--- config.mk ---
export PLATFORM = sky130hd
export DESIGN_NAME = trm_top
export DESIGN_NICKNAME = d
export VERILOG_FILES = /design/src/verilog/trm_pkg.sv /design/src/verilog/trm_msr_decode.sv /design/src/verilog/trm_route.sv /design/src/verilog/trm_top.sv
export SDC_FILE = /design/constraint.sdc
export NUM_CORES = 1
export LEC_CHECK = 0
export BUFFER_PORTS_ARGS = -buffer_cell sky130_fd_sc_hd__buf_2
export CORE_ASPECT_RATIO = 0.7
export CORE_MARGIN = 2
export CORE_UTILIZATION = 45
export DETAILED_ROUTE_END_ITERATION = 8
export PLACE_DENSITY = 0.82
export SYNTH_ARGS = -nofsm -noshare
export SYNTH_HDL_FRONTEND = slang
export SYNTH_HIERARCHICAL = 1
export SYNTH_SLANG_ARGS = --single-unit
export TNS_END_PERCENT = 100
--- constraint.sdc ---
create_clock -name clk -period 1.62 [get_ports clk]
set_clock_uncertainty 0.05 [all_clocks]
set_input_delay 0.243 -clock clk [delete_from_list [all_inputs] [get_ports clk]]
set_output_delay 0.243 -clock clk [all_outputs]
set_load 0.02 [all_outputs]
--- src/verilog/trm_pkg.sv ---
package trm_pkg;

  // timer population and field geometry
  localparam int unsigned NUM_TIMERS = 8;
  localparam int unsigned RST_TIMERS = 6;
  localparam int unsigned PAIR_SPAN  = 4;
  localparam int unsigned SRC_LINES  = 8;

  // model-specific register addresses
  localparam logic [31:0] ADDR_IRQ_MASK   = 32'h51400028;
  localparam logic [31:0] ADDR_NR_MASK    = 32'h51400029;
  localparam logic [31:0] ADDR_RSVD       = 32'h5140002a;
  localparam logic [31:0] ADDR_TEST_SETUP = 32'h5140002b;

  // reset values
  localparam logic [31:0] IRQ_MASK_RESET = 32'h00000000;
  localparam logic [31:0] NR_MASK_RESET  = 32'h00000000;
  localparam logic [31:0] READ_ZERO      = 32'h00000000;

  // writable bits; everything else is reserved and reads zero
  localparam logic [31:0] IRQ_MASK_RW = 32'h0000ffff;
  localparam logic [31:0] NR_MASK_RW  = 32'h3f01ffff;

  // field positions
  localparam int unsigned IRQ_C1_LSB  = 0;
  localparam int unsigned IRQ_C2_LSB  = 8;
  localparam int unsigned NR_C1_LSB   = 0;
  localparam int unsigned NR_C2_LSB   = 8;
  localparam int unsigned NR_LEG_BIT  = 16;
  localparam int unsigned NR_RST_LSB  = 24;

  // one register-path request
  typedef struct packed {
    logic        wr;
    logic        rd;
    logic [31:0] addr;
    logic [31:0] wdata;
  } trm_msr_req_t;

  // comparator outputs of all timers
  typedef struct packed {
    logic [NUM_TIMERS-1:0] cmp1;
    logic [NUM_TIMERS-1:0] cmp2;
  } trm_cmp_t;

endpackage : trm_pkg

--- src/verilog/trm_msr_decode.sv ---
`timescale 1ns/10ps
module trm_msr_decode (
  input  wire trm_pkg::trm_msr_req_t req,          // register-path request
  input  wire logic [31:0]           irq_mask,     // current route mask
  input  wire logic [31:0]           nr_mask,      // current nmi/reset mask
  output wire logic                  irq_wr,       // write hits route mask
  output wire logic                  nr_wr,        // write hits nmi/reset mask
  output wire logic [31:0]           rdata         // read data for this address
);

  ////////////////////////////////////////////////////////////////////////////
  // address match
  wire logic hit_irq;
  wire logic hit_nr;

  assign hit_irq = (req.addr == trm_pkg::ADDR_IRQ_MASK);
  assign hit_nr  = (req.addr == trm_pkg::ADDR_NR_MASK);

  // reserved, test-setup and unmapped addresses read zero, writes dropped
  assign irq_wr = req.wr & hit_irq;
  assign nr_wr  = req.wr & hit_nr;

  // read select; reserved bits already held at zero in storage
  assign rdata = hit_irq ? (irq_mask & trm_pkg::IRQ_MASK_RW) :
                 hit_nr  ? (nr_mask & trm_pkg::NR_MASK_RW)   :
                           trm_pkg::READ_ZERO;

endmodule : trm_msr_decode

--- src/verilog/trm_route.sv ---
`timescale 1ns/10ps
module trm_route #(
  parameter int unsigned NT = trm_pkg::NUM_TIMERS  // timers feeding the router
) (
  input  wire trm_pkg::trm_cmp_t cmp,           // comparator outputs
  input  wire logic [31:0]       irq_mask,      // route mask register
  input  wire logic [31:0]       nr_mask,       // nmi/reset mask register
  input  wire logic              rtc_nmi_mask,  // legacy nmi mask, high blocks
  output wire logic [7:0]        irq_src,       // shared interrupt source lines
  output wire logic              nmi,           // combined nmi request
  output wire logic              hard_rst       // combined hard reset request
);

  ////////////////////////////////////////////////////////////////////////////
  // enabled comparator terms
  wire logic [NT-1:0] c1_irq;
  wire logic [NT-1:0] c2_irq;
  wire logic [NT-1:0] c1_nmi;
  wire logic [NT-1:0] c2_nmi;
  wire logic [trm_pkg::RST_TIMERS-1:0] c2_rst;
  wire logic          nmi_any;
  wire logic          leg_block;

  assign c1_irq = cmp.cmp1 & irq_mask[trm_pkg::IRQ_C1_LSB +: NT];
  assign c2_irq = cmp.cmp2 & irq_mask[trm_pkg::IRQ_C2_LSB +: NT];

  assign c1_nmi = cmp.cmp1 & nr_mask[trm_pkg::NR_C1_LSB +: NT];
  assign c2_nmi = cmp.cmp2 & nr_mask[trm_pkg::NR_C2_LSB +: NT];
  assign c2_rst = cmp.cmp2[trm_pkg::RST_TIMERS-1:0] & nr_mask[trm_pkg::NR_RST_LSB +: trm_pkg::RST_TIMERS];

  // pair n with n+4 onto one line
  genvar g;
  generate
    for (g = 0; g < trm_pkg::PAIR_SPAN; g++)
    begin : g_pair
      assign irq_src[g] = c1_irq[g] | c1_irq[g+trm_pkg::PAIR_SPAN];
      assign irq_src[g+trm_pkg::PAIR_SPAN] = c2_irq[g] | c2_irq[g+trm_pkg::PAIR_SPAN];
    end
  endgenerate

  assign nmi_any   = |{c1_nmi, c2_nmi};
  // legacy mask only counts when gating enabled
  assign leg_block = nr_mask[trm_pkg::NR_LEG_BIT] & rtc_nmi_mask;
  assign nmi       = nmi_any & ~leg_block;
  assign hard_rst  = |c2_rst;

endmodule : trm_route

--- src/verilog/trm_top.sv ---
// How it works
// - line 0 ORs enabled cmp1 of timers 0,4
// - line 1 ORs enabled cmp1 of timers 1,5
// - line 2 ORs enabled cmp1 of timers 2,6
// - line 3 ORs enabled cmp1 of timers 3,7
// - cleared route bit blocks that comparator
// - bits 24-29 let cmp2 cause reset
// - bits 8-15 let cmp2 raise nmi
// - bit 16 adds legacy rtc nmi mask
// - reserved mask bits ignore writes, read zero
// - nmi/reset mask rw, clears at reset
// - bits 0-7 let cmp1 raise nmi
// - lines 4-7 OR enabled cmp2 pairs
`timescale 1ns/10ps
module trm_top (
  input  wire logic                  clk,             // 100 MHz system clock
  input  wire logic                  sys_rst,         // synchronous reset, high
  input  wire trm_pkg::trm_msr_req_t msr_req,         // register-path request
  input  wire trm_pkg::trm_cmp_t     cmp,             // timer comparator outputs
  input  wire logic                  rtc_nmi_mask,    // rtc index bit 7, high blocks
  output logic [31:0]                msr_rdata,       // read data, registered
  output logic                       msr_ack,         // access done pulse
  output logic [7:0]                 irq_src,         // shared source lines to mapper
  output logic                       nmi_req,         // nmi to processor path
  output logic                       hard_reset_req   // hard reset to reset logic
);

  ////////////////////////////////////////////////////////////////////////////
  // storage
  logic [31:0] timer_irq_route_mask_reg;
  logic [31:0] timer_irq_route_mask_next;
  logic [31:0] timer_nmi_reset_mask_reg;
  logic [31:0] timer_nmi_reset_mask_next;

  wire logic        irq_wr;
  wire logic        nr_wr;
  wire logic [31:0] rd_sel;
  wire logic [7:0]  irq_src_c;
  wire logic        nmi_c;
  wire logic        rst_c;

  // merge write data into writable bits only
  function automatic logic [31:0] masked_write(input logic [31:0] wdata, input logic [31:0] rw);
    masked_write = wdata & rw;
  endfunction : masked_write

  ////////////////////////////////////////////////////////////////////////////
  // address decode and read select
  trm_msr_decode u_decode (
    .req      (msr_req),
    .irq_mask (timer_irq_route_mask_reg),
    .nr_mask  (timer_nmi_reset_mask_reg),
    .irq_wr   (irq_wr),
    .nr_wr    (nr_wr),
    .rdata    (rd_sel)
  );

  assign timer_irq_route_mask_next = irq_wr ? masked_write(msr_req.wdata, trm_pkg::IRQ_MASK_RW)
                                            : timer_irq_route_mask_reg;
  assign timer_nmi_reset_mask_next = nr_wr ? masked_write(msr_req.wdata, trm_pkg::NR_MASK_RW)
                                           : timer_nmi_reset_mask_reg;

  // both masks clear so nothing fires until enabled
  always_ff @(posedge clk)
  begin
    if (sys_rst)
    begin
      timer_irq_route_mask_reg <= trm_pkg::IRQ_MASK_RESET;
      timer_nmi_reset_mask_reg <= trm_pkg::NR_MASK_RESET;
    end
    else
    begin
      timer_irq_route_mask_reg <= timer_irq_route_mask_next;
      timer_nmi_reset_mask_reg <= timer_nmi_reset_mask_next;
    end
  end

  ////////////////////////////////////////////////////////////////////////////
  // register-path answer: one cycle after any read or write
  always_ff @(posedge clk)
  begin
    if (sys_rst)
    begin
      msr_rdata <= trm_pkg::READ_ZERO;
      msr_ack   <= 1'b0;
    end
    else
    begin
      msr_rdata <= msr_req.rd ? rd_sel : trm_pkg::READ_ZERO;
      msr_ack   <= msr_req.rd | msr_req.wr;
    end
  end

  ////////////////////////////////////////////////////////////////////////////
  // routing of comparator outputs
  trm_route #(
    .NT (trm_pkg::NUM_TIMERS)
  ) u_route (
    .cmp          (cmp),
    .irq_mask     (timer_irq_route_mask_reg),
    .nr_mask      (timer_nmi_reset_mask_reg),
    .rtc_nmi_mask (rtc_nmi_mask),
    .irq_src      (irq_src_c),
    .nmi          (nmi_c),
    .hard_rst     (rst_c)
  );

  // outputs registered: one cycle latency, glitch-free toward the mapper
  always_ff @(posedge clk)
  begin
    if (sys_rst)
    begin
      irq_src        <= 8'h00;
      nmi_req        <= 1'b0;
      hard_reset_req <= 1'b0;
    end
    else
    begin
      irq_src        <= irq_src_c;
      nmi_req        <= nmi_c;
      hard_reset_req <= rst_c;
    end
  end

endmodule : trm_top

* Yosys cells after proc, flatten, opt, wreduce, memory -nomap -nowiden
Index checks and enable logic that the tools add are counted.
** Storage, ports and cells
- Flip-flop bits (word level) :: 73
- Output and inout bits :: 43
** Cells by class
- Eq/ne operators :: 2
- Muxes and demuxes :: 2
- Bitwise logic cells :: 21
- Reduce and logical (&&, ||, !) cells :: 4
** Operator list (count)
- $eq 32x31->1 const B :: 2
- $and 8x8->8 :: 4
- $mux 16 :: 2
- $reduce_or 16->1 :: 1
- $or 1x1->1 :: 9
- $and 6x6->6 :: 1
- $reduce_or 6->1 :: 1
- $and 1x1->1 :: 4
- $reduce_or 4->1 :: 1
- $not 1->1 :: 3
- $reduce_or 2->1 :: 1

* Logic depth before layout (Yosys ltp)
Gate-level depths: netlist of the first run.
- Word-level depth :: 3
- Gate-level depth with buffers :: 8

* Cells and area by module
Netlist of the first run, hierarchy kept.
** Modules (own cells, without submodules)
- trm_top :: times used 1, cells each 220, area an instance 2597.5 um^2, seq. area each 1641.6 um^2
- trm_msr_decode :: times used 1, cells each 77, area an instance 683.2 um^2, seq. area each 0.0 um^2
- trm_route :: times used 1, cells each 22, area an instance 187.7 um^2, seq. area each 0.0 um^2

* Worst setup path before layout of the first run
Ideal clock, no wire load.
- Kind :: in2reg
- Start :: input msr_req[39] in the netlist's numbering
- End :: register timer_irq_route_mask_reg[10]
- Arrival :: 1606 ps
- Path slack :: -153 ps
- Cell stages on the path :: 7
- Buffers on the path :: 2
- Cell sequence :: nor4_2 > nand4_2 > nor4_1 > buf_6 > buf_8 > mux2i_1 > nor2_1
** On the way
- Longest elaborated chain between the ends :: 2
** RTL lines
- start, declared :: RTL line trm_top.sv:18 : input wire trm_pkg::trm_msr_req_t msr_req,
- $eq 32x31->1 :: RTL line trm_msr_decode.sv:16 : assign hit_irq = (req.addr == trm_pkg::ADDR_IRQ_MASK);
- $and 1x1->1 :: RTL line trm_msr_decode.sv:20 : assign irq_wr = req.wr & hit_irq;
- via irq_wr :: RTL line trm_top.sv:35 : wire logic irq_wr;
- end signal, assigned :: RTL line trm_top.sv:68 : timer_irq_route_mask_reg <= trm_pkg::IRQ_MASK_RESET;
- end signal, assigned :: RTL line trm_top.sv:73 : timer_irq_route_mask_reg <= timer_irq_route_mask_next;
- end, declared :: RTL line trm_top.sv:30 : logic [31:0] timer_irq_route_mask_reg;
The timed path passes the listed nets, and every way through them passes these cells.
A chain may end at the register's enable or synchronous reset.

* Worst setup path after layout of the first run
- Start :: input msr_req[59] in the netlist's numbering
- End :: register timer_nmi_reset_mask_reg[4]
** On the way
- Longest elaborated chain between the ends :: 2
** RTL lines
- $eq 32x31->1 :: RTL line trm_msr_decode.sv:17 : assign hit_nr = (req.addr == trm_pkg::ADDR_NR_MASK);
- $and 1x1->1 :: RTL line trm_msr_decode.sv:21 : assign nr_wr = req.wr & hit_nr;
- via nr_wr :: RTL line trm_top.sv:36 : wire logic nr_wr;
- end signal, assigned :: RTL line trm_top.sv:69 : timer_nmi_reset_mask_reg <= trm_pkg::NR_MASK_RESET;
- end signal, assigned :: RTL line trm_top.sv:74 : timer_nmi_reset_mask_reg <= timer_nmi_reset_mask_next;
- end, declared :: RTL line trm_top.sv:32 : logic [31:0] timer_nmi_reset_mask_reg;
The timed path passes the listed nets, and every way through them passes these cells.

==> results of run 1 <==
-- critical path, stage by stage --
cell,delay (ns)
buf_2,0.11
nor4b_4,0.27
nand4_2,0.22
nor3_2,0.29
buf_12,0.24
mux2i_1,0.24
nor2_1,0.07
-- routing by layer --
metal / part of all wire [%] / global-route usage, % / vias up
li1: - / - / 1303
met1: 45 / 25.7 / 1219
met4: 0.83 / 6.28 / 2
met2: 47 / 32.0 / 82
met5: 0.16 / 0 / -
met3: 7.4 / 6.47 / 10
-- cell type report --
| class | instances | area (sq um) | share of cell area (%) |
|---|---|---|---|
| Timing Repair Buffer | 126 | 688 | 15.9 |
| Inverter | 1 | 3.75 | 0.0865 |
| Sequential cell | 82 | 1640 | 37.8 |
| Clock inverter | 2 | 60.1 | 1.38 |
| Multi-Input combinational cell | 213 | 1660 | 38.3 |
| Tap cell | 98 | 123 | 2.83 |
| Clock buffer | 13 | 159 | 3.66 |
-- how the worst max path moves through the flow --
stage	cells after the start	slack [ns]	start	to
4_1_cts	7	0.09	msr_req[52]	timer_nmi_reset_mask_reg[4]
3_3_place_gp	7	-0.18	msr_req[33]	timer_irq_route_mask_reg[12]
5_1_grt	7	0.01	msr_req[59]	timer_nmi_reset_mask_reg[4]
3_5_place_dp	7	-0.26	msr_req[59]	timer_nmi_reset_mask_reg[4]
2_1_floorplan	7	-0.09	msr_req[39]	timer_irq_route_mask_reg[10]
6_report	7	0.06	msr_req[59]	timer_nmi_reset_mask_reg[4]
-- power breakdown --
group | switching, mW | total [mW] | leakage (nW) | internal, mW
sequential | 0.00254 | 2.03 | 0.662 | 2.02
clock | 0.658 | 1.60 | 0.110 | 0.946
combinational | 0.130 | 0.237 | 1.06 | 0.107
-- layout by cell type (no fill, tap or decap), types with 8 or more instances in the layout --
| master | n |
|---|---|
| clkbuf_8 | 11 |
| a22o_1 | 10 |
| nand2_1 | 8 |
| nor2b_1 | 10 |
| nor3_2 | 21 |
| dfxtp_1 | 82 |
| and2_1 | 32 |
| mux2i_1 | 55 |
| buf_2 | 118 |
| conb_1 | 9 |
| nor2_1 | 41 |
-- metrics by stage --
step | utilization [%] | hold slack (ns) | setup WS [ns]
final | 58.7 | 0.0859 | 0.0639
after global routing | 58.7 | 0.0724 | 0.00977
after CTS | 58.7 | 0.0728 | 0.0859
after detailed placement | 55.8 | 0.438 | -0.265
after global placement | 55.8 | 0.427 | -0.185
after floorplan | - | 0.309 | -0.0858
==> impl_metrics.env, run 1 <==
export IMPL_cts_tree="built"
export IMPL_p_leak_nw=1.83
export IMPL_power_total_mw=3.87
export IMPL_post_place_cells=520
export IMPL_critPathKind="input port to register"
export IMPL_yosysWarnings=6
export IMPL_grt_max_degree=51
export IMPL_power_density_nw_per_um2=892
export IMPL_grt_pass1_wl_mm=12.8
export IMPL_cts_setup_buffers=0
export IMPL_rr_startpoint="timer_nmi_reset_mask_reg[6]"
export IMPL_post_route_period_util_pct=96.1
export IMPL_grt_total_usage_pct=20.1
export IMPL_fmax_mhz=643
export IMPL_initial_core_util_pct=46.9
export IMPL_hpwl_mm=6.05
export IMPL_largest_reg_flops=32
export IMPL_drc=0
export IMPL_rows=26
export IMPL_wl_mm=7.93
export IMPL_cap_violations=0
export IMPL_clock_latency_ns=0.34
export IMPL_placed_cell_area_sq_um=4120
export IMPL_cp_required_ns=1.78
export IMPL_io_buffers=118
export IMPL_nFillCells=627
export IMPL_ir_drop_uv=425
export IMPL_layout_drive_gt1_share_pct=39.6
export IMPL_period_needed_ns=1.56
export IMPL_hold_violations=0
export IMPL_cts_buffers=9
export IMPL_instances_no_fill=535
export IMPL_die_w_um=109
export IMPL_fin_setup_tns_ns=0
export IMPL_finish_instance_area_sq_um=4340
export IMPL_cts_clk_slew_worst_paths_ns=0.07
export IMPL_rsz0062_at_grt="false"
export IMPL_globalplace_congestion=0.829
export IMPL_crit_fanout=23
export IMPL_diodes=0
export IMPL_finalSetupViolCount=0
export IMPL_ff2ff_path_depth=5
export IMPL_cts_root_buffer="clkbuf_8"
export IMPL_pin_count=128
export IMPL_wire_per_inst_um=14.8
export IMPL_drt_first_pass_iters=4
export IMPL_die_y_um=77.4
export IMPL_grt_pass1_vias=2620
export IMPL_hp_start="msr_req[64]"
export IMPL_vias_per_cell=4.89
export IMPL_fin_nets=518
export IMPL_critPathCaptureType="register"
export IMPL_syn_area_sq_um=3460
export IMPL_clockBufferDepth=2
export IMPL_vias=2616
export IMPL_die_area_sq_um=8430
export IMPL_drt_iter0_markers=76
export IMPL_timing_rr_end="nmi_req"
export IMPL_hold_class="input port to register"
export IMPL_start_kind="input port"
export IMPL_cp_arrival_ns=1.72
export IMPL_holdPathEnd="msr_ack"
export IMPL_core_area_sq_um=7380
export IMPL_cts_resized=0
export IMPL_antenna_found_initial=1
export IMPL_holdBufCountCts=0
export IMPL_synthCells=318
export IMPL_hold_depth=3
export IMPL_cts_htree_levels=3
export IMPL_outcome="complete, no violations"
export IMPL_cts_sinks=82
export IMPL_r2r_slack_ns=0.28
export IMPL_grt_overflow=0
export IMPL_maxSlewViolCount=0
export IMPL_ant_nets=0
export IMPL_synthesis_area_per_instance_sq_um=10.9
export IMPL_syn_to_final_growth_pct=25.2
Power figures use the tool's default switching activity.
==> run 2: changes to the inputs <==
--- a/config.mk
+++ b/config.mk
@@ -11,4 +11,5 @@
 export CORE_UTILIZATION = 45
 export DETAILED_ROUTE_END_ITERATION = 8
+export GPL_TIMING_DRIVEN = 0
 export PLACE_DENSITY = 0.82
 export SYNTH_ARGS = -nofsm -noshare
==> constraint.sdc (replaced) <==
create_clock -name clk -period 1.62 [get_ports clk]
set_clock_uncertainty 0.05 [all_clocks]
set_input_delay 0.324 -clock clk [delete_from_list [all_inputs] [get_ports clk]]
set_output_delay 0.324 -clock clk [all_outputs]
set_load 0.02 [all_outputs]
==> run 2 against run 1 <==
Effect of this change: final cell count increased by 5.4%; power down 1.1%; clock power fell by 5%; highest routed layer is now met4.
==> impl_metrics.env, run 2 (synthesis results as in run 1) <==
export IMPL_cts_htree_levels=3
export IMPL_drt_first_pass_iters=4
export IMPL_worst_pin_slew_ns=0.524
export IMPL_relSlewSlack_pct=65.1
export IMPL_largest_reg_flops=32
export IMPL_rows=26
export IMPL_cts_root_buffer="clkbuf_8"
export IMPL_ir_drop_uv=437
export IMPL_initial_core_util_pct=46.9
export IMPL_ant_nets=0
export IMPL_finalWorstSetupSlack_ns=0.0399
export IMPL_vias_per_cell=5.01
export IMPL_wl_mm=8.93
export IMPL_period_needed_ns=1.58
export IMPL_hold_class="input port to register"
export IMPL_antenna_found_initial=0
export IMPL_maxSlewViolCount=0
export IMPL_slowest_delay_ns=0.35
export IMPL_grt_pass1_wl_mm=14.1
export IMPL_preCtsSetupSlack_ns=-0.539
export IMPL_post_route_period_util_pct=97.5
export IMPL_power_density_nw_per_um2=838
export IMPL_vias=2826
export IMPL_hold_violations=0
export IMPL_cts_buffers=9
export IMPL_io_buffers=116
export IMPL_crit_start="msr_req[43]"
export IMPL_outcome="complete, no violations"
export IMPL_cap_violations=0
export IMPL_p_leak_nw=1.96
export IMPL_clockBufferDepth=2
export IMPL_finalSetupViolCount=0
export IMPL_wire_per_inst_um=15.8
export IMPL_globalplace_congestion=0.864
export IMPL_timing_rr_end="nmi_req"
export IMPL_mostFrequentLayoutCells="buf_2, dfxtp_1, mux2i_1"
export IMPL_rr_startpoint="timer_nmi_reset_mask_reg[6]"
export IMPL_layout_drive_gt1_share_pct=43.1
export IMPL_diodes=0
export IMPL_start_kind="input port"
export IMPL_die_area_sq_um=8430
export IMPL_critPathCaptureType="register"
export IMPL_grt_pass1_vias=2812
export IMPL_core_area_sq_um=7380
export IMPL_worstPathCellList="buf_2, nor4b_4, nand4_4, nor3_2, buf_4, buf_8, mux2i_1, nor2_1"
export IMPL_finish_instance_area_sq_um=4570
export IMPL_crit_fanout=10
export IMPL_hold_ws_ns=0.156
export IMPL_ff2ff_path_depth=5
export IMPL_clock_latency_ns=0.35
export IMPL_drc=0
export IMPL_r2r_slack_ns=0.31
export IMPL_cts_sinks=82
export IMPL_cp_required_ns=1.78
export IMPL_cp_arrival_ns=1.74
export IMPL_cts_clk_slew_worst_paths_ns=0.08
export IMPL_critPathCapture="timer_nmi_reset_mask_reg[9]"
export IMPL_cts_tree="built"
export IMPL_grt_max_degree=14
export IMPL_die_w_um=109
export IMPL_pin_count=128
export IMPL_fmax_mhz=633
export IMPL_grt_overflow=0
export IMPL_nFillCells=628
export IMPL_worst_path_max_delay_cell="nor4b_4"
export IMPL_final_common_cell="buf_2"
export IMPL_syn_to_final_growth_pct=31.8
export IMPL_hpwl_mm=6.80
export IMPL_drt_iter0_markers=127
export IMPL_placed_cell_area_sq_um=4250
export IMPL_die_y_um=77.4
export IMPL_fin_nets=546
export IMPL_grt_total_usage_pct=22.1
export IMPL_critPathKind="input port to register"
==> run 2: cell types whose count changed in the layout (fill, tap and decap cells not counted), moves of 2 or more <==
| cell | change |
|---|---|
| nand4_2 | -2 |
| buf_2 | +3 |
| buf_8 | +2 |
| nand4_4 | +2 |
| clkinvlp_4 | +2 |
| buf_12 | -2 |
| buf_4 | +15 |
| buf_6 | +8 |
==> run 2: worst max-delay path: cells and delay by family <==
family | cells | cell delay, ns
muxes | 1 | 0.21
buffers and inverters | 3 | 0.44
and+or+nand+nor | 4 | 0.76
==> run 2: power breakdown <==
part / switching (mW) / internal [mW]
registers: 0.00232 / 2.02
logic: 0.150 / 0.128
clock network: 0.725 / 0.794
==> run 2: worst min-delay path by stage <==
stage	from	endpoint	depth (start not counted)
final	msr_req[25]	timer_nmi_reset_mask_reg[25]	3
after global routing	msr_req[25]	timer_nmi_reset_mask_reg[25]	3
after CTS	msr_req[64]	msr_ack	3
after detailed placement	timer_nmi_reset_mask_reg[5]	timer_nmi_reset_mask_reg[5]	2
after global placement	timer_irq_route_mask_reg[6]	timer_irq_route_mask_reg[6]	2
after floorplan	msr_req[64]	msr_ack	2
==> run 2: final cells by class <==
type | count | area, sq um | area share (%)
multi-input cells | 213 | 1690 | 37.0
flip-flops and latches | 82 | 1640 | 36.0
repair buffers | 125 | 652 | 14.3
plain buffers | 29 | 251 | 5.51
clock buffers | 12 | 155 | 3.40
well taps | 98 | 123 | 2.69
clock inverters | 4 | 50.0 | 1.10
inverters | 1 | 3.75 | 0.0822
==> run 2: repair_timing <==
item | 4_1_cts | 5_1_grt
pin swaps | 2 | 6
hold buffers | 0 | 0
buffers inserted | 6 | 3
gates resized for setup | 3 | 4
endpoints found under the setup margin | 30 | 33
==> run 2: per-layer routing <==
layer | share of wire (%) | wire length (um) | vias to the layer above | track usage (%)
met3 | 6.9 | 620 | 13 | 7.23
li1 | - | - | 1357 | -
met4 | 1.1 | 97 | 0 | 6.03
met5 | 0 | 0 | - | 0
met2 | 46 | 4140 | 113 | 33.7
met1 | 46 | 4070 | 1343 | 29.8
==> run 2: per-stage QoR <==
| step | utilization [%] | TNS (ns) | instances | power [mW] |
|---|---|---|---|---|
| final | 61.8 | 0 | 564 | 3.82 |
| after global routing | 61.8 | -0.0508 | 564 | 3.97 |
| after CTS | 61.2 | 0 | 562 | 3.84 |
| after detailed placement | 57.5 | -16.50 | 540 | 2.34 |
| after global placement | 57.5 | -15.28 | 540 | 2.34 |
| after floorplan | - | -3.45 | 326 | 2.19 |
